File: config.mk
export PLATFORM = sky130hd
export DESIGN_NAME = imb_bridge
export DESIGN_NICKNAME = d
export VERILOG_FILES = /design/src/logic/imb_pkg.sv /design/src/logic/imb_bridge.sv
export SDC_FILE = /design/constraint.sdc
export NUM_CORES = 1
export LEC_CHECK = 0
export ABC_AREA = 1
export BUFFER_PORTS_ARGS = -buffer_cell sky130_fd_sc_hd__buf_2
export CAP_MARGIN = 20
export CORE_MARGIN = 1
export CORE_UTILIZATION = 55
export CTS_BUF_LIST = sky130_fd_sc_hd__clkbuf_8
export CTS_CLUSTER_DIAMETER = 50
export DETAILED_ROUTE_END_ITERATION = 7
export PLACE_DENSITY = 0.73
export SYNTH_ARGS = -nofsm -noshare
export SYNTH_HDL_FRONTEND = slang
export SYNTH_HIERARCHICAL = 1
export SYNTH_SLANG_ARGS = --single-unit
File: constraint.sdc
create_clock -name clk_i -period 4.5 [get_ports clk_i]
set_input_delay 0.9 -clock clk_i [delete_from_list [all_inputs] [get_ports clk_i]]
set_output_delay 0.9 -clock clk_i [all_outputs]
set_load 0.05 [all_outputs]
File: src/logic/imb_pkg.sv
// Constants, carriers and modes of the host mailbox bridge.
// Assumes one 250 MHz clock and byte-wide register paths.
package imb_pkg;

	// ------------------------------------------------------------------
	// Register offsets on the host I/O side
	// ------------------------------------------------------------------
	localparam logic [11:0] IMB_ISA_DATA_ADDR  = 12'hCA9;
	localparam logic [11:0] IMB_ISA_CTRL_ADDR  = 12'hCAA;
	localparam logic [11:0] IMB_ISA_FLAGS_ADDR = 12'hCAB;
	localparam int          IMB_ISA_SEL_W      = 3;

	// ------------------------------------------------------------------
	// Register offsets on the microcontroller data space
	// ------------------------------------------------------------------
	localparam logic [15:0] IMB_MC_FLAGS_ADDR0 = 16'hFF00;
	localparam logic [15:0] IMB_MC_DATA_ADDR   = 16'hFF01;
	localparam logic [15:0] IMB_MC_CTRL_ADDR   = 16'hFF02;
	localparam logic [15:0] IMB_MC_FLAGS_ADDR1 = 16'hFF03;
	localparam logic [15:0] IMB_MC_FLAGS_ADDR2 = 16'hFF07;

	// ------------------------------------------------------------------
	// Flags register layout
	// ------------------------------------------------------------------
	localparam int          IMB_FLAG_RX_READY  = 7;
	localparam int          IMB_FLAG_TX_READY  = 6;
	localparam int          IMB_FLAG_HOST_SMI  = 4;
	localparam int          IMB_FLAG_SYSW_MSG  = 3;
	localparam int          IMB_FLAG_SYSW_AVL  = 2;
	localparam int          IMB_FLAG_BUSY      = 0;
	localparam logic [7:0]  IMB_FLAGS_MASK     = 8'hDD;
	localparam logic [7:0]  IMB_REG_RESET      = 8'h00;

	// ------------------------------------------------------------------
	// Sizes
	// ------------------------------------------------------------------
	localparam int          IMB_FIFO_DEPTH     = 16;
	localparam int          IMB_SYNC_STAGES    = 2;

	// ------------------------------------------------------------------
	// Types
	// ------------------------------------------------------------------
	typedef enum logic [1:0] {
		IMB_MODE_OFF  = 2'b00,
		IMB_MODE_RUN  = 2'b01,
		IMB_MODE_PROG = 2'b11
	} imb_mode_e;

	typedef struct packed {
		logic [IMB_ISA_SEL_W-1:0] sel;
		logic [7:0]               data;
	} imb_wr_s;

endpackage : imb_pkg

File: src/logic/imb_bridge.sv
// Host mailbox bridge: host I/O side and microcontroller side share
// three byte registers, ownership steered by the busy flag.
// Assumes all input pins but clk_i and rst_n_i are asynchronous to clk_i and are synchronised here.

// ----------------------------------------------------------------------
// Write queue between host strobes and the register engine
// ----------------------------------------------------------------------
module imb_fifo #(
	parameter int WIDTH = 11,
	parameter int DEPTH = 16
) (
	input  wire logic             clk_i,
	input  wire logic             rst_n_i,
	input  wire logic             clear_i,
	input  wire logic             in_valid_i,
	output logic                  in_ready_o,
	input  wire logic [WIDTH-1:0] in_data_i,
	output logic                  out_valid_o,
	input  wire logic             out_ready_i,
	output logic [WIDTH-1:0]      out_data_o
);
	localparam int AW = $clog2(DEPTH);

	logic [WIDTH-1:0] mem [DEPTH];
	logic [AW-1:0]    wr_ptr_reg;
	logic [AW-1:0]    rd_ptr_reg;
	logic [AW:0]      count_reg;
	logic             push;
	logic             pop;

	assign push        = in_valid_i && in_ready_o;
	assign pop         = out_valid_o && out_ready_i;
	assign in_ready_o  = (count_reg != (AW+1)'(DEPTH));
	assign out_valid_o = (count_reg != '0);
	assign out_data_o  = mem[rd_ptr_reg];

	always_ff @(posedge clk_i) begin
		if (push) begin
			mem[wr_ptr_reg] <= in_data_i;
		end
	end

	always_ff @(posedge clk_i or negedge rst_n_i) begin
		if (!rst_n_i) begin
			wr_ptr_reg <= '0;
			rd_ptr_reg <= '0;
			count_reg  <= '0;
		end else if (clear_i) begin
			wr_ptr_reg <= '0;
			rd_ptr_reg <= '0;
			count_reg  <= '0;
		end else begin
			if (push) begin
				wr_ptr_reg <= (wr_ptr_reg == AW'(DEPTH - 1)) ? '0 :
					wr_ptr_reg + AW'(1);
			end
			if (pop) begin
				rd_ptr_reg <= (rd_ptr_reg == AW'(DEPTH - 1)) ? '0 :
					rd_ptr_reg + AW'(1);
			end
			if (push && !pop) begin
				count_reg <= count_reg + (AW+1)'(1);
			end else if (pop && !push) begin
				count_reg <= count_reg - (AW+1)'(1);
			end
		end
	end

endmodule : imb_fifo

// ----------------------------------------------------------------------
// Bridge top
// ----------------------------------------------------------------------
module imb_bridge #(
	parameter int FIFO_DEPTH = 16
) (
	input  wire logic        clk_i,
	input  wire logic        rst_n_i,
	input  wire logic        power_stable_i,
	input  wire logic        bus_reset_n_i,
	input  wire logic        front_panel_reset_i,
	input  wire logic [2:0]  isa_sa_i,
	input  wire logic [7:0]  isa_sd_i,
	output logic      [7:0]  isa_sd_o,
	output logic             isa_sd_oe_o,
	input  wire logic        isa_ior_n_i,
	input  wire logic        isa_iow_n_i,
	input  wire logic        isa_aen_i,
	input  wire logic        decode_chip_select_n_i,
	input  wire logic        aux_chip_select_n_i,
	output logic             isa_chrdy_o,
	input  wire logic [15:0] mc_addr_i,
	input  wire logic [7:0]  mc_data_i,
	output logic      [7:0]  mc_data_o,
	output logic             mc_data_oe_o,
	input  wire logic        mc_rd_n_i,
	input  wire logic        mc_wr_n_i,
	output logic             mgmt_mailbox_irq_n_o,
	output logic             system_powergood_ctrl_o,
	output logic             mgmt_reset_oc_n_o,
	output logic             mgmt_reset_oc_oe_o,
	output logic             functional_oe_o,
	input  wire logic        prog_chain_enable_n_i,
	input  wire logic        prog_serial_in_i,
	input  wire logic        prog_mode_sel_i,
	input  wire logic        prog_serial_clk_i,
	output logic             prog_serial_out_o,
	output logic             prog_serial_out_oe_o
);
	import imb_pkg::*;

	// ------------------------------------------------------------------
	// Pin synchronisers
	// ------------------------------------------------------------------
	localparam int NB = 49;

	logic [NB-1:0] pins_async;
	logic [NB-1:0] sync1_reg;
	logic [NB-1:0] sync2_reg;

	assign pins_async = {power_stable_i, bus_reset_n_i, front_panel_reset_i,
		isa_sa_i, isa_sd_i, isa_ior_n_i, isa_iow_n_i, isa_aen_i,
		decode_chip_select_n_i, aux_chip_select_n_i, mc_addr_i, mc_data_i,
		mc_rd_n_i, mc_wr_n_i, prog_chain_enable_n_i, prog_serial_in_i,
		prog_mode_sel_i, prog_serial_clk_i};

	always_ff @(posedge clk_i or negedge rst_n_i) begin
		if (!rst_n_i) begin
			sync1_reg <= '1;
			sync2_reg <= '1;
		end else begin
			sync1_reg <= pins_async;
			sync2_reg <= sync1_reg;
		end
	end

	logic        pwr_s;
	logic        brst_n_s;
	logic        fpr_s;
	logic [2:0]  sa_s;
	logic [7:0]  sd_s;
	logic        ior_n_s;
	logic        iow_n_s;
	logic        aen_s;
	logic        pcs_n_s;
	logic        acs_n_s;
	logic [15:0] ma_s;
	logic [7:0]  md_s;
	logic        mrd_n_s;
	logic        mwr_n_s;
	logic        pen_n_s;
	logic        psi_s;
	logic        pmode_s;
	logic        pclk_s;

	assign {pwr_s, brst_n_s, fpr_s, sa_s, sd_s, ior_n_s, iow_n_s, aen_s,
		pcs_n_s, acs_n_s, ma_s, md_s, mrd_n_s, mwr_n_s, pen_n_s, psi_s,
		pmode_s, pclk_s} = sync2_reg;

	// ------------------------------------------------------------------
	// Operating mode
	// ------------------------------------------------------------------
	imb_mode_e mode_reg;
	imb_mode_e mode_next;
	logic      clear;

	always_comb begin
		case (mode_reg)
			IMB_MODE_OFF:  mode_next = pwr_s ? IMB_MODE_RUN : IMB_MODE_OFF;
			IMB_MODE_RUN:  mode_next = !pwr_s ? IMB_MODE_OFF :
				(!pen_n_s ? IMB_MODE_PROG : IMB_MODE_RUN);
			IMB_MODE_PROG: mode_next = !pwr_s ? IMB_MODE_OFF :
				(pen_n_s ? IMB_MODE_RUN : IMB_MODE_PROG);
			default:       mode_next = IMB_MODE_OFF;
		endcase
	end

	always_ff @(posedge clk_i or negedge rst_n_i) begin
		if (!rst_n_i) begin
			mode_reg <= IMB_MODE_OFF;
		end else begin
			mode_reg <= mode_next;
		end
	end

	assign clear = !pwr_s || !brst_n_s;

	// ------------------------------------------------------------------
	// Host strobes and selection
	// ------------------------------------------------------------------
	logic       isa_sel;
	logic       iow_n_d_reg;
	logic       ior_act;
	logic       isa_wr_pend_reg;
	imb_wr_s    isa_wr_reg;
	imb_wr_s    q_head;
	logic       q_in_ready;
	logic       q_out_valid;
	logic       q_pop;
	logic       isa_wr_end;

	assign isa_sel = (!pcs_n_s || !acs_n_s) && !aen_s;
	assign ior_act = isa_sel && !ior_n_s;
	assign isa_wr_end = iow_n_s && !iow_n_d_reg && isa_wr_pend_reg;

	always_ff @(posedge clk_i or negedge rst_n_i) begin
		if (!rst_n_i) begin
			iow_n_d_reg     <= 1'b1;
			isa_wr_pend_reg <= 1'b0;
			isa_wr_reg      <= '0;
		end else begin
			iow_n_d_reg <= iow_n_s;
			if (isa_sel && !iow_n_s) begin
				isa_wr_pend_reg <= 1'b1;
				isa_wr_reg.sel  <= sa_s;
				isa_wr_reg.data <= sd_s;
			end else if (iow_n_s) begin
				isa_wr_pend_reg <= 1'b0;
			end
		end
	end

	imb_fifo #(
		.WIDTH ($bits(imb_wr_s)),
		.DEPTH (FIFO_DEPTH)
	) u_wr_fifo (
		.clk_i       (clk_i),
		.rst_n_i     (rst_n_i),
		.clear_i     (clear),
		.in_valid_i  (isa_wr_end),
		.in_ready_o  (q_in_ready),
		.in_data_i   (isa_wr_reg),
		.out_valid_o (q_out_valid),
		.out_ready_i (q_pop),
		.out_data_o  (q_head)
	);

	// ------------------------------------------------------------------
	// Microcontroller strobes and decode
	// ------------------------------------------------------------------
	logic       mwr_n_d_reg;
	logic       mc_wr_pend_reg;
	logic [1:0] mc_wr_idx_reg;
	logic [7:0] mc_wr_data_reg;
	logic       mc_wr_end;
	logic [1:0] mc_idx;
	logic       mc_hit;

	always_comb begin
		mc_hit = 1'b1;
		case (ma_s)
			IMB_MC_DATA_ADDR:   mc_idx = 2'h1;
			IMB_MC_CTRL_ADDR:   mc_idx = 2'h2;
			IMB_MC_FLAGS_ADDR0: mc_idx = 2'h3;
			IMB_MC_FLAGS_ADDR1: mc_idx = 2'h3;
			IMB_MC_FLAGS_ADDR2: mc_idx = 2'h3;
			default: begin
				mc_idx = 2'h0;
				mc_hit = 1'b0;
			end
		endcase
	end

	assign mc_wr_end = mwr_n_s && !mwr_n_d_reg && mc_wr_pend_reg;

	always_ff @(posedge clk_i or negedge rst_n_i) begin
		if (!rst_n_i) begin
			mwr_n_d_reg    <= 1'b1;
			mc_wr_pend_reg <= 1'b0;
			mc_wr_idx_reg  <= 2'h0;
			mc_wr_data_reg <= 8'h00;
		end else begin
			mwr_n_d_reg <= mwr_n_s;
			if (mc_hit && !mwr_n_s) begin
				mc_wr_pend_reg <= 1'b1;
				mc_wr_idx_reg  <= mc_idx;
				mc_wr_data_reg <= md_s;
			end else if (mwr_n_s) begin
				mc_wr_pend_reg <= 1'b0;
			end
		end
	end

	// ------------------------------------------------------------------
	// Mailbox registers
	// ------------------------------------------------------------------
	logic [7:0] data_reg;
	logic [7:0] ctrl_reg;
	logic [7:0] flags_reg;
	logic       busy;
	logic       run;

	assign busy  = flags_reg[IMB_FLAG_BUSY];
	assign run   = (mode_reg == IMB_MODE_RUN);
	// Queued host writes wait while a controller write lands
	assign q_pop = q_out_valid && !mc_wr_end;

	always_ff @(posedge clk_i or negedge rst_n_i) begin
		if (!rst_n_i) begin
			data_reg  <= IMB_REG_RESET;
			ctrl_reg  <= IMB_REG_RESET;
			flags_reg <= IMB_REG_RESET;
		end else if (clear) begin
			data_reg  <= IMB_REG_RESET;
			ctrl_reg  <= IMB_REG_RESET;
			flags_reg <= IMB_REG_RESET;
		end else if (mc_wr_end && busy && run) begin
			case (mc_wr_idx_reg)
				2'h1:    data_reg <= mc_wr_data_reg;
				2'h2:    ctrl_reg <= mc_wr_data_reg;
				2'h3:    flags_reg <= mc_wr_data_reg & IMB_FLAGS_MASK;
				default: data_reg <= data_reg;
			endcase
		end else if (q_pop && !busy && run) begin
			case (q_head.sel)
				IMB_ISA_DATA_ADDR[2:0]:  data_reg <= q_head.data;
				IMB_ISA_CTRL_ADDR[2:0]:  ctrl_reg <= q_head.data;
				IMB_ISA_FLAGS_ADDR[2:0]: begin
					flags_reg[IMB_FLAG_BUSY] <= q_head.data[IMB_FLAG_BUSY];
				end
				default: data_reg <= data_reg;
			endcase
		end
	end
	// Controller writes with busy clear fall through untouched
	// Host writes with busy set are popped and dropped
	// Busy is cleared again by the controller

	// ------------------------------------------------------------------
	// Read paths
	// ------------------------------------------------------------------
	logic [7:0] isa_rd;
	logic [7:0] mc_rd;
	logic       mc_rd_act;

	always_comb begin
		case (sa_s)
			IMB_ISA_DATA_ADDR[2:0]:  isa_rd = data_reg;
			IMB_ISA_CTRL_ADDR[2:0]:  isa_rd = ctrl_reg;
			IMB_ISA_FLAGS_ADDR[2:0]: isa_rd = flags_reg & IMB_FLAGS_MASK;
			default:                 isa_rd = 8'h00;
		endcase
		case (mc_idx)
			2'h1:    mc_rd = data_reg;
			2'h2:    mc_rd = ctrl_reg;
			2'h3:    mc_rd = flags_reg & IMB_FLAGS_MASK;
			default: mc_rd = 8'h00;
		endcase
	end

	assign mc_rd_act = mc_hit && !mrd_n_s;

	always_ff @(posedge clk_i or negedge rst_n_i) begin
		if (!rst_n_i) begin
			isa_sd_o     <= 8'h00;
			isa_sd_oe_o  <= 1'b0;
			mc_data_o    <= 8'h00;
			mc_data_oe_o <= 1'b0;
		end else begin
			isa_sd_o     <= pwr_s ? isa_rd : 8'h00;
			mc_data_o    <= pwr_s ? mc_rd : 8'h00;
			isa_sd_oe_o  <= ior_act && mode_reg != IMB_MODE_PROG;
			mc_data_oe_o <= mc_rd_act && mode_reg != IMB_MODE_PROG;
		end
	end

	// ------------------------------------------------------------------
	// Reset, interrupt and host-ready outputs
	// ------------------------------------------------------------------
	always_ff @(posedge clk_i or negedge rst_n_i) begin
		if (!rst_n_i) begin
			mgmt_mailbox_irq_n_o    <= 1'b1;
			system_powergood_ctrl_o <= 1'b0;
			mgmt_reset_oc_n_o       <= 1'b0;
			mgmt_reset_oc_oe_o      <= 1'b1;
			isa_chrdy_o             <= 1'b1;
			functional_oe_o         <= 1'b0;
		end else begin
			mgmt_mailbox_irq_n_o    <= ~busy;
			system_powergood_ctrl_o <= pwr_s && !fpr_s;
			mgmt_reset_oc_n_o       <= 1'b0;
			mgmt_reset_oc_oe_o      <= !pwr_s;
			isa_chrdy_o             <= q_in_ready;
			functional_oe_o         <= (mode_next != IMB_MODE_PROG);
		end
	end

	// ------------------------------------------------------------------
	// Programming chain pass-through
	// ------------------------------------------------------------------
	logic pclk_d_reg;

	always_ff @(posedge clk_i or negedge rst_n_i) begin
		if (!rst_n_i) begin
			pclk_d_reg           <= 1'b0;
			prog_serial_out_o    <= 1'b0;
			prog_serial_out_oe_o <= 1'b0;
		end else begin
			pclk_d_reg           <= pclk_s;
			prog_serial_out_oe_o <= (mode_next == IMB_MODE_PROG);
			if (pclk_s && !pclk_d_reg && pmode_s) begin
				prog_serial_out_o <= psi_s;
			end
		end
	end

endmodule : imb_bridge

==> results.tsv, run 1 <==
stage	metric	value	unit
synth	ys_top_cells_by_area	edfxtp_1 38%, dfstp_2 19%, dfrtp_1 15%	
timing	finalClockSkew	0.0285	ns
global_routing	use_met3	3.67	%
detailed_routing	wl_per_cell	17.2	µm
critical_path	worstPathRequired	5.02	ns
critical_path	worst_setup_path_start_kind	flip-flop	
critical_path	endpoint	ctrl_reg[2]$_DFFE_PN0P_	
global_routing	grt.total_usage	21.9	%
global_routing	grt_overflow_total	0	
run	max-cap-violations	0	
clock_network	cts_sinks	362	
layout	final_util	62.6	%
power	leakagePower	6.44	nW
clock_network	clk_path_buf_depth	3	
power	comb_power_share	3.5	%
timing	fin_crit	2.63	ns
layout	largest_reg_flops	176	
die	dieHeight	162	µm
detailed_routing	drcViolationCount	0	
global_routing	use_met1	30.6	%
run_status	status	completed	
timing	fmax	0.380	GHz
placement	dp.cells	1516	
layout	nets	1308	
synth	syn-num-nets	1201	
critical_path	cp_num_cells	13	
critical_path	reg2regPathDepth	13	
die	start_util	55.8	%
detailed_routing	routed_wl	27900	µm
power	power.density	417	mW/mm²
synth	yosys.area_share.adder	0.947	%
critical_path	reg2reg_slack	1.87	ns
clock_network	cts_setup_buffers	0	
detailed_routing	via_per_inst	5.43	
placement	dp_hpwl	17200	µm
die	core_area	0.0251	mm²
clock_network	cts_tree	built	
synth	syn_area_per_cell	12.3	µm²
placement	place.gp.congestion	0.869	
synth	ys_seq_area_share	71.9	%
timing	setup-tns-final	0	ns
global_routing	grt_pass1_vias	8410	
clock_network	numCtsBuffers	55	
detailed_routing	ant_nets	0	
synth	synth_compound_area_share	7.64	%
global_routing	grt_pass1_wl	44000	µm
power	p_sw_share	22.5	%
synth	synth_simple_gate_area_share	14.6	%
timing	setup_viol	0	
layout	final_cells	1623	
synth	ys_seq_elements	362	
critical_path	cpPeakStageDelay	0.70	ns
layout	drive_gt1_share	25.6	%
detailed_routing	drt_iter0_drc	837	
timing	slew_headroom	24.4	%
power	pwr-share-clk	38.7	%
detailed_routing	vias	8810	
detailed_routing	dr.pass1.iters	5	
power	switchingPower	1.47	mW
critical_path	cp-startpoint	u_wr_fifo/rd_ptr_reg[0]$_DFFE_PN0P_	
synth	synthTopCellsByCount	196 x nand2_1, 176 x edfxtp_1, 143 x nor2_1, 103 x dfstp_2, 88 x o21ai_0	
power	ir_drop	0.000294	V
synth	synthMuxAreaShare	0.804	%
critical_path	crit_path_top_delay_cell	buf_4	
die	rows	58	
critical_path	cp_top_family	buffers and inverters	
die	die_width	162	µm
die	dieArea	0.0261	mm²
synth	synth_top_area_share	37.7	%
critical_path	critPathMaxFanout	98	
worst_hold_path	hold_class	reg2reg	
critical_path	endpoint_kind	flip-flop	
timing	period_share	58.4	%
critical_path	r2r_end	ctrl_reg[2]$_DFFE_PN0P_	
global_routing	grt_max_degree	99	
global_routing	gr-max-usage-layer	met2	
critical_path	crit_arrival	3.14	ns
synth	synth_top_flop_cell	edfxtp_1	
synth	synth_cell_types	43	
synth	yosysTopAreaCell	edfxtp_1	
timing	tightest_slew	1.13	ns
timing	hold_violations	0	
clock_network	cts_resized	0	
power	p_int	5.08	mW
timing	rsz0062_at_grt	false	
clock_network	cts_hold_buf	0	
synth	ys_warn_count	6	
synth	async_reset_ff_share	51.4	%
clock_network	clk_latency	0.58	ns
synth	synthesis.area	0.0140	mm²
timing	final_max_slew_viol_count	0	
synth	yosysMostFrequentCell	nand2_1	
critical_path	crit_type	reg2reg	
synth	synth-edff-count	176	
clock_network	clkTransAtPathRegs	0.06	ns
layout	syn2layout_area_growth	12.3	%
critical_path	cp_cell_sequence	buf_4, a21oi_1, o21ai_1, o211ai_1, nand3_1, nand2_1, inv_1, nand2_1, o211ai_1, nand3_4, inv_2, nand2_1, nand2_1	
synth	synth_xor_area_share	0.188	%
die	ioPinCount	77	
critical_path	crit_top_cell	nand2_1	
synth	synth_top_family_by_area	simple AND/OR/NAND/NOR gates	
critical_path	rr_startpoint	u_wr_fifo/rd_ptr_reg[0]$_DFFE_PN0P_	
critical_path	path_buf_inv	3	
synth	synth_cells	1140	
clock_network	cts_root_buffer	clkbuf_8	
placement	numPortBuffers	75	
global_routing	use_met2	34.7	%
global_routing	antenna_found_initial	1	
clock_network	h-tree-depth	2	
power	power_frac_seq	57.8	%
-- routing by layer --
layer  wire length, µm  up-vias
met4               777        0
met1             12000     4320
li1                  -     4113
met2             13400      321
met3              1720       56
met5                 0        -
-- cell usage in the layout (no fill, tap or decap), types with 2 or more instances in the layout --
cell | synthesis | layout
a21oi_1 | 19 | 19
buf_2 | 17 | 74
buf_4 | 5 | 14
buf_6 | 8 | 3
bufinv_16 | 0 | 2
clkbuf_4 | 0 | 2
clkbuf_8 | 0 | 60
clkinv_1 | 1 | 15
clkinv_2 | 1 | 10
dfrtp_1 | 83 | 81
dfrtp_2 | 0 | 2
dfstp_2 | 103 | 103
edfxtp_1 | 176 | 176
ha_1 | 9 | 9
inv_1 | 59 | 75
inv_2 | 9 | 9
inv_4 | 2 | 2
mux2_2 | 10 | 10
nand2_1 | 196 | 196
nand2_2 | 5 | 5
nand2_4 | 7 | 7
nand3_1 | 71 | 71
nand3_2 | 3 | 3
nand3_4 | 2 | 2
nand4_1 | 8 | 8
nor2_1 | 143 | 143
nor2_2 | 7 | 7
nor2_4 | 5 | 5
nor2_8 | 2 | 2
nor3_1 | 6 | 6
o211ai_1 | 45 | 45
o21ai_0 | 88 | 88
o21ai_1 | 22 | 22
o21ai_2 | 3 | 3
xor2_1 | 2 | 2
-- stage by stage --
stage	cell area [µm²]	setup slack (ns)	hold WS (ns)	power [mW]
final	15700	1.87	0.334	6.55
after global routing	15700	1.61	0.353	6.80
after CTS	15700	1.88	0.348	6.61
after detailed placement	14600	1.90	0.347	4.08
after global placement	14600	1.94	0.346	4.07
after floorplan	14000	2.35	0.345	3.94
-- power by group through the flow --
| stage | combinational, mW | clock, mW | sequential [mW] |
|---|---|---|---|
| after floorplan | 0.123 | 0 | 3.81 |
| after global placement | 0.226 | 0 | 3.84 |
| after detailed placement | 0.234 | 0 | 3.85 |
| after CTS | 0.234 | 2.59 | 3.79 |
| after global routing | 0.259 | 2.74 | 3.80 |
| final | 0.231 | 2.53 | 3.79 |
-- how the worst min path moves through the flow --
| stage | depth (start not counted) | slack (ns) | endpoint | start |
|---|---|---|---|---|
| floorplan | 0 | 0.35 | sync2_reg[0]$_DFF_PN1_ | sync1_reg[0]$_DFF_PN1_ |
| global placement | 0 | 0.35 | sync2_reg[5]$_DFF_PN1_ | sync1_reg[5]$_DFF_PN1_ |
| detailed placement | 0 | 0.35 | sync2_reg[13]$_DFF_PN1_ | sync1_reg[13]$_DFF_PN1_ |
| CTS | 0 | 0.35 | sync2_reg[22]$_DFF_PN1_ | sync1_reg[22]$_DFF_PN1_ |
| global route | 0 | 0.35 | sync2_reg[34]$_DFF_PN1_ | sync1_reg[34]$_DFF_PN1_ |
| finish | 0 | 0.33 | sync2_reg[13]$_DFF_PN1_ | sync1_reg[13]$_DFF_PN1_ |
-- kinds of logic (layout without fill, tap and decap cells) --
family	Yosys count	after routing
flip-flops	362	362
AO/OA/AOI/OAI	181	181
AND/OR/NAND/NOR	458	458
other	1	2
XOR/XNOR	3	3
adder cells (fa/ha/maj)	10	10
multiplexers	10	10
buffers and inverters	115	267
-- final cells by class --
type / instances / area [µm²]
sequential: 362 / 10100
fill: 2024 / 9380
multi-input combinational: 663 / 3390
clock buffer: 60 / 826
timing repair buffer: 93 / 524
tap: 330 / 413
inverter: 72 / 277
clock inverter: 42 / 225
antenna: 1 / 2.50
Power figures use the tool's default switching activity.
==> inputs of run 2 (changes only) <==
--- a/config.mk
+++ b/config.mk
@@ -13,7 +13,7 @@
 export CTS_BUF_LIST = sky130_fd_sc_hd__clkbuf_8
 export CTS_CLUSTER_DIAMETER = 50
 export DETAILED_ROUTE_END_ITERATION = 7
-export PLACE_DENSITY = 0.73
+export PLACE_DENSITY = 0.76
 export SYNTH_ARGS = -nofsm -noshare
 export SYNTH_HDL_FRONTEND = slang
 export SYNTH_HIERARCHICAL = 1
==> constraint.sdc (replaced) <==
create_clock -name clk_i -period 2.4 [get_ports clk_i]
set_input_delay 0.48 -clock clk_i [delete_from_list [all_inputs] [get_ports clk_i]]
set_output_delay 0.48 -clock clk_i [all_outputs]
set_load 0.05 [all_outputs]
==> results.tsv, run 2 (synthesized netlist as in run 1, its figures left out) <==
stage	metric	value	unit	change
die	rows	58		unchanged
detailed_routing	drcViolationCount	0		unchanged
timing	worst_slack	0.154	ns	-1.72 ns
die	ioPinCount	77		unchanged
timing	period_share	93.6	%	+35 points
power	ir_drop	0.000601	V	+100%
critical_path	rr_startpoint	u_wr_fifo/count_reg[1]$_DFFE_PN0P_		
placement	dp.cells	1541		+1.6%
detailed_routing	dr.pass1.iters	7		+2
critical_path	crit_type	reg2reg		
global_routing	grt.total_usage	23.0	%	+1.2 points
die	die_width	162	µm	unchanged
critical_path	critPathMaxFanout	12		-88%
timing	fin_crit	2.25	ns	-0.383 ns
layout	final_util	66.0	%	+3.4 points
layout	final_area	0.0166	mm²	+5.4%
detailed_routing	ant_nets	0		unchanged
layout	drive_gt1_share	26.9	%	+1.2 points
global_routing	antenna_found_initial	0		-1
placement	dp_hpwl	17900	µm	+4.1%
critical_path	reg2reg_slack	0.15	ns	-1.72 ns
power	p_int	9.79	mW	+93%
critical_path	cp_cell_sequence	nor2_4, nand3_2, and2_1, nand2_4, nand2_4, ha_1, a21oi_2, nand2_1, nand2_1, nand2_1, nand2_1, nand2_1, nand2_1, nand2_1		
timing	tightest_slew	0.651	ns	-0.478 ns
layout	regArea	0.0101	mm²	about the same
global_routing	grt_overflow_total	0		unchanged
detailed_routing	routed_wl	29600	µm	+6.2%
clock_network	numCtsBuffers	55		unchanged
critical_path	reg2regPathDepth	14		+1
clock_network	clk_latency	0.57	ns	about the same
critical_path	endpoint_kind	flip-flop		
run_status	status	completed		
die	start_util	55.8	%	unchanged
die	dieHeight	162	µm	unchanged
detailed_routing	via_per_inst	5.39		-0.76%
layout	diodes	0		-1
clock_network	clk_path_buf_depth	3		unchanged
worst_hold_path	whs_endpoint	sync2_reg[13]$_DFF_PN1_		
clock_network	cts_root_buffer	clkbuf_8		
detailed_routing	vias	9158		+4.0%
layout	nets	1384		+5.8%
timing	slew_headroom	56.6	%	+32 points
placement	numPortBuffers	75		unchanged
placement	placement.setup.worst_slack	0.125	ns	-1.77 ns
timing	fmax	0.445	GHz	+17%
timing	hold_violations	0		unchanged
timing	setup_viol	0		unchanged
power	comb_power_share	4.2	%	+0.7 points
layout	largest_reg_flops	176		unchanged
power	p_sw_share	22.3	%	-0.12 points
timing	finalClockSkew	0.0186	ns	-0.00989 ns
placement	dpl_cell_area	0.0149	mm²	+1.5%
power	power.density	761	mW/mm²	+83%
worst_hold_path	min_path_cells	0		unchanged
die	dieArea	0.0261	mm²	unchanged
clock_network	cts_sinks	362		unchanged
run	max-cap-violations	0		unchanged
clock_network	cts_tree	built		
worst_hold_path	min_from	sync1_reg[13]$_DFF_PN1_		
power	leakagePower	6.86	nW	+6.5%
clock_network	h-tree-depth	2		unchanged
detailed_routing	drt_iter0_drc	735		-12%
worst_hold_path	hold_class	reg2reg		
power	pwr-share-clk	39.4	%	+0.7 points
layout	final_common_cell	nand2_1		
critical_path	cpPeakStageDelay	0.46	ns	-0.24 ns
power	power_frac_seq	56.4	%	-1.4 points
critical_path	r2r_end	u_wr_fifo/count_reg[4]$_DFFE_PN0P_		
layout	multi_input_area	0.00341	mm²	+0.63%
detailed_routing	wl_per_cell	17.4	µm	+1.4%
layout	syn2layout_area_growth	18.4	%	
timing	final_max_slew_viol_count	0		unchanged
global_routing	grt_pass1_vias	9101		+8.2%
power	finalPower	12.6	mW	+92%
critical_path	crit_path_top_delay_cell	dfrtp_2		
power	switchingPower	2.82	mW	+91%
timing	holdWs	0.346	ns	+0.0119 ns
critical_path	crit_top_cell	nand2_1		
timing	setup-tns-final	0	ns	unchanged
global_routing	grt_pass1_wl	46800	µm	+6.4%
global_routing	grt_max_degree	76		-23%
layout	fill_cells	1835		-9.3%
critical_path	crit_arrival	2.69	ns	-0.45 ns
clock_network	clkTransAtPathRegs	0.06	ns	about the same
die	core_area	0.0251	mm²	unchanged
critical_path	worstPathRequired	2.84	ns	-2.18 ns
placement	place.gp.congestion	0.835		-3.9%
layout	mostFrequentLayoutCells	196 x nand2_1, 176 x edfxtp_1, 143 x nor2_1, 103 x dfstp_2, 88 x o21ai_0		
critical_path	worst_setup_path_start_kind	flip-flop		
timing	rsz0062_at_grt	false		
layout	final_cells	1700		+4.7%
run 2: cell types whose count changed in the layout (fill, tap and decap cells not counted), sizes merged:
cell	previous run	this run
inv	86	93
clkbuf	62	67
buf	91	118
dlygate4sd3	0	50
clkinvlp	1	2
clkinv	25	13
diode	1	0
run 2: worst max path at each step:
stage | end | cells past startpoint | from
after floorplan | u_wr_fifo/count_reg[4]$_DFFE_PN0P_ | 14 | sync2_reg[33]$_DFF_PN1_
after global placement | u_wr_fifo/count_reg[4]$_DFFE_PN0P_ | 14 | sync2_reg[33]$_DFF_PN1_
final | u_wr_fifo/count_reg[4]$_DFFE_PN0P_ | 14 | u_wr_fifo/count_reg[1]$_DFFE_PN0P_
after detailed placement | u_wr_fifo/count_reg[4]$_DFFE_PN0P_ | 14 | u_wr_fifo/count_reg[1]$_DFFE_PN0P_
after CTS | u_wr_fifo/count_reg[4]$_DFFE_PN0P_ | 14 | u_wr_fifo/count_reg[0]$_DFFE_PN0P_
after global routing | u_wr_fifo/count_reg[4]$_DFFE_PN0P_ | 14 | u_wr_fifo/count_reg[1]$_DFFE_PN0P_
run 2: layout make-up:
class / instances / share of cell area (%)
multi-input cells: 663 / 20.6
flip-flops and latches: 362 / 60.8
well taps: 330 / 2.49
repair buffers: 169 / 7.67
clock buffers: 66 / 5.48
clock inverters: 38 / 1.28
inverters: 72 / 1.71
run 2: power by group through the flow:
| stage | logic [mW] | registers, mW | clock network [mW] |
|---|---|---|---|
| 3_5_place_dp | 0.452 | 7.22 | 0 |
| 4_1_cts | 0.518 | 7.11 | 5.06 |
| 6_report | 0.524 | 7.11 | 4.97 |
| 5_1_grt | 0.579 | 7.14 | 5.35 |
| 3_3_place_gp | 0.439 | 7.20 | 0 |
| 2_1_floorplan | 0.231 | 7.15 | 0 |
run 2: timing repair:
action,4_1_cts,5_1_grt
endpoints found under the hold margin,88,0
setup endpoints to repair,0,7
setup buffers,0,4
resized for setup,0,10
hold buffers,50,0
run 2: layer usage:
layer / track usage [%] / vias to the layer above / wire (µm)
li1: - / 4254 / -
met1: 31.4 / 4466 / 12200
met2: 38.1 / 392 / 14600
met3: 3.80 / 46 / 2160
met4: 7.42 / 0 / 613
met5: 0 / - / 0
run 2: worst max-delay path: cells and delay by family, from the launching register on:
| kind | cells | cell delay, ns |
|---|---|---|
| compound gates | 1 | 0.16 |
| fa+ha+maj | 1 | 0.36 |
| flops | 1 | 0.46 |
| simple gates | 12 | 1.15 |
==> inputs of run 3 (changes only) <==
--- a/config.mk
+++ b/config.mk
@@ -14,6 +14,7 @@
 export CTS_CLUSTER_DIAMETER = 50
 export DETAILED_ROUTE_END_ITERATION = 7
 export PLACE_DENSITY = 0.76
+export SETUP_SLACK_MARGIN = 0.1
 export SYNTH_ARGS = -nofsm -noshare
 export SYNTH_HDL_FRONTEND = slang
 export SYNTH_HIERARCHICAL = 1
==> constraint.sdc (replaced) <==
create_clock -name clk_i -period 2.4 [get_ports clk_i]
set_input_delay 0.12 -clock clk_i [delete_from_list [all_inputs] [get_ports clk_i]]
set_output_delay 0.12 -clock clk_i [all_outputs]
set_load 0.05 [all_outputs]
==> results.tsv, run 3 (synthesized netlist as in run 1, its figures left out) <==
stage	metric	value	unit	change
global_routing	grt_pass1_wl	46900	µm	+0.25%
layout	final_util	66.3	%	+0.26 points
placement	dp_hpwl	17800	µm	-0.38%
timing	tightest_slew	0.608	ns	-0.0431 ns
critical_path	reg2reg_slack	0.19	ns	+0.04 ns
die	rows	58		unchanged
power	power.density	760	mW/mm²	about the same
die	ioPinCount	77		unchanged
detailed_routing	drt_iter0_drc	674		-8.3%
die	start_util	55.8	%	unchanged
clock_network	clkTransAtPathRegs	0.06	ns	about the same
die	dieArea	0.0261	mm²	unchanged
power	p_int	9.78	mW	about the same
detailed_routing	ant_nets	0		unchanged
power	ir_drop	0.000551	V	-8.4%
detailed_routing	wl_per_cell	17.6	µm	+0.85%
timing	holdWs	0.103	ns	-0.243 ns
clock_network	numCtsBuffers	55		unchanged
placement	placement.setup.worst_slack	0.114	ns	-0.0114 ns
detailed_routing	via_per_inst	5.39		about the same
run	max-cap-violations	0		unchanged
timing	worst_slack	0.191	ns	+0.0369 ns
global_routing	grt_max_degree	72		-5.3%
critical_path	reg2regPathDepth	12		-2
power	p_sw_share	22.7	%	+0.34 points
die	core_area	0.0251	mm²	unchanged
power	pwr-share-clk	39.5	%	about the same
timing	rsz0062_at_grt	false		
layout	syn2layout_area_growth	18.8	%	
layout	final_common_cell	nand2_1		
critical_path	endpoint_kind	flip-flop		
timing	fin_crit	2.21	ns	-0.0369 ns
power	power_frac_seq	56.1	%	-0.3 points
layout	multi_input_area	0.00345	mm²	+0.99%
clock_network	cts_tree	built		
timing	setup-tns-final	0	ns	unchanged
detailed_routing	dr.pass1.iters	5		-2
critical_path	crit_arrival	2.68	ns	about the same
timing	final_max_slew_viol_count	0		unchanged
power	switchingPower	2.87	mW	+1.9%
placement	numPortBuffers	75		unchanged
detailed_routing	vias	9180		+0.24%
die	die_width	162	µm	unchanged
power	leakagePower	6.89	nW	+0.40%
global_routing	antenna_found_initial	0		unchanged
layout	drive_gt1_share	27.3	%	+0.43 points
layout	regArea	0.0101	mm²	about the same
timing	fmax	0.453	GHz	+1.7%
clock_network	h-tree-depth	2		unchanged
timing	period_share	92.0	%	-1.5 points
clock_network	clk_latency	0.60	ns	+0.03 ns
power	comb_power_share	4.3	%	about the same
critical_path	critPathMaxFanout	12		unchanged
clock_network	cts_sinks	362		unchanged
layout	mostFrequentLayoutCells	196 x nand2_1, 176 x edfxtp_1, 143 x nor2_1, 103 x dfstp_2, 88 x o21ai_0		
layout	fill_cells	1795		-2.2%
global_routing	grt_overflow_total	0		unchanged
detailed_routing	drcViolationCount	0		unchanged
critical_path	cpPeakStageDelay	0.54	ns	+0.08 ns
global_routing	grt.total_usage	23.2	%	+0.17 points
timing	hold_violations	0		unchanged
critical_path	crit_top_cell	nand2_1		
critical_path	crit_type	reg2reg		
placement	place.gp.congestion	0.834		-0.12%
clock_network	cts_root_buffer	clkbuf_8		
critical_path	worst_setup_path_start_kind	flip-flop		
clock_network	clk_path_buf_depth	3		unchanged
power	finalPower	12.7	mW	+0.36%
detailed_routing	routed_wl	30000	µm	+1.1%
critical_path	cp_cell_sequence	inv_1, nor3_2, nand2_4, inv_4, nand2_8, fa_2, nand3_1, nand3_1, nand4_1, nand2_1, nand2_1, nand2_1		
timing	setup_viol	0		unchanged
global_routing	grt_pass1_vias	9033		-0.75%
worst_hold_path	hold_class	in2async		
layout	nets	1388		+0.29%
critical_path	worstPathRequired	2.87	ns	+0.03 ns
timing	slew_headroom	59.5	%	+2.9 points
die	dieHeight	162	µm	unchanged
run_status	status	completed		
critical_path	crit_path_top_delay_cell	dfstp_2		
timing	finalClockSkew	0.0306	ns	+0.0120 ns
layout	largest_reg_flops	176		unchanged
layout	diodes	0		unchanged
-- run 3: metal layers --
metal	wire length (µm)	track usage (%)	up-vias
met3	2020	4.52	70
met5	0	0	-
met1	12300	30.8	4475
met4	802	7.98	0
li1	-	-	4275
met2	14800	38.5	360
-- run 3: cell type report --
class | instances | area share (%)
clock buffer | 65 | 5.38
clock inverter | 39 | 1.37
inverter | 72 | 1.71
multi-input combinational | 664 | 20.7
sequential | 362 | 60.6
tap | 330 | 2.48
timing repair buffer | 172 | 7.80
-- run 3: power by group through the flow --
stage	clock network, mW	logic (mW)	registers, mW
finish	5.00	0.548	7.10
detailed placement	0	0.453	7.21
floorplan	0	0.231	7.15
CTS	5.07	0.520	7.10
global placement	0	0.440	7.20
global route	5.37	0.603	7.13
-- run 3: worst paths after layout --
path                                         start                                 end
min                                        rst_n_i              mc_data_o[7]$_DFF_PN0_
max                        sync2_reg[33]$_DFF_PN1_  u_wr_fifo/count_reg[4]$_DFFE_PN0P_
max in group asynchronous                  rst_n_i             sync1_reg[27]$_DFF_PN1_
max reg2reg                sync2_reg[33]$_DFF_PN1_  u_wr_fifo/count_reg[4]$_DFFE_PN0P_
min reg2reg                sync1_reg[21]$_DFF_PN1_             sync2_reg[21]$_DFF_PN1_
min in group clk_i             front_panel_reset_i             sync1_reg[46]$_DFF_PN1_
-- run 3: critical path, delay by kind of cell, from the launching register on --
family                     cells  cell delay, ns
adders and majority gates      1            0.38
buffers and inverters          2            0.16
DFF                            1            0.54
and+or+nand+nor                9            1.01
-- run 3: timing repair --
action / CTS / global route
endpoints found under the hold margin: 143 / 0
endpoints found under the setup margin: 0 / 14
setup buffers: 0 / 6
gates resized for setup: 0 / 16
hold buffers: 50 / 0
-- run 3: stage by stage --
step / cell area [µm²] / std cells
6_report: 16600 / 1704
5_1_grt: 16600 / 1704
4_1_cts: 16500 / 1696
3_5_place_dp: 14900 / 1542
3_3_place_gp: 14900 / 1542
2_1_floorplan: 14000 / 1140
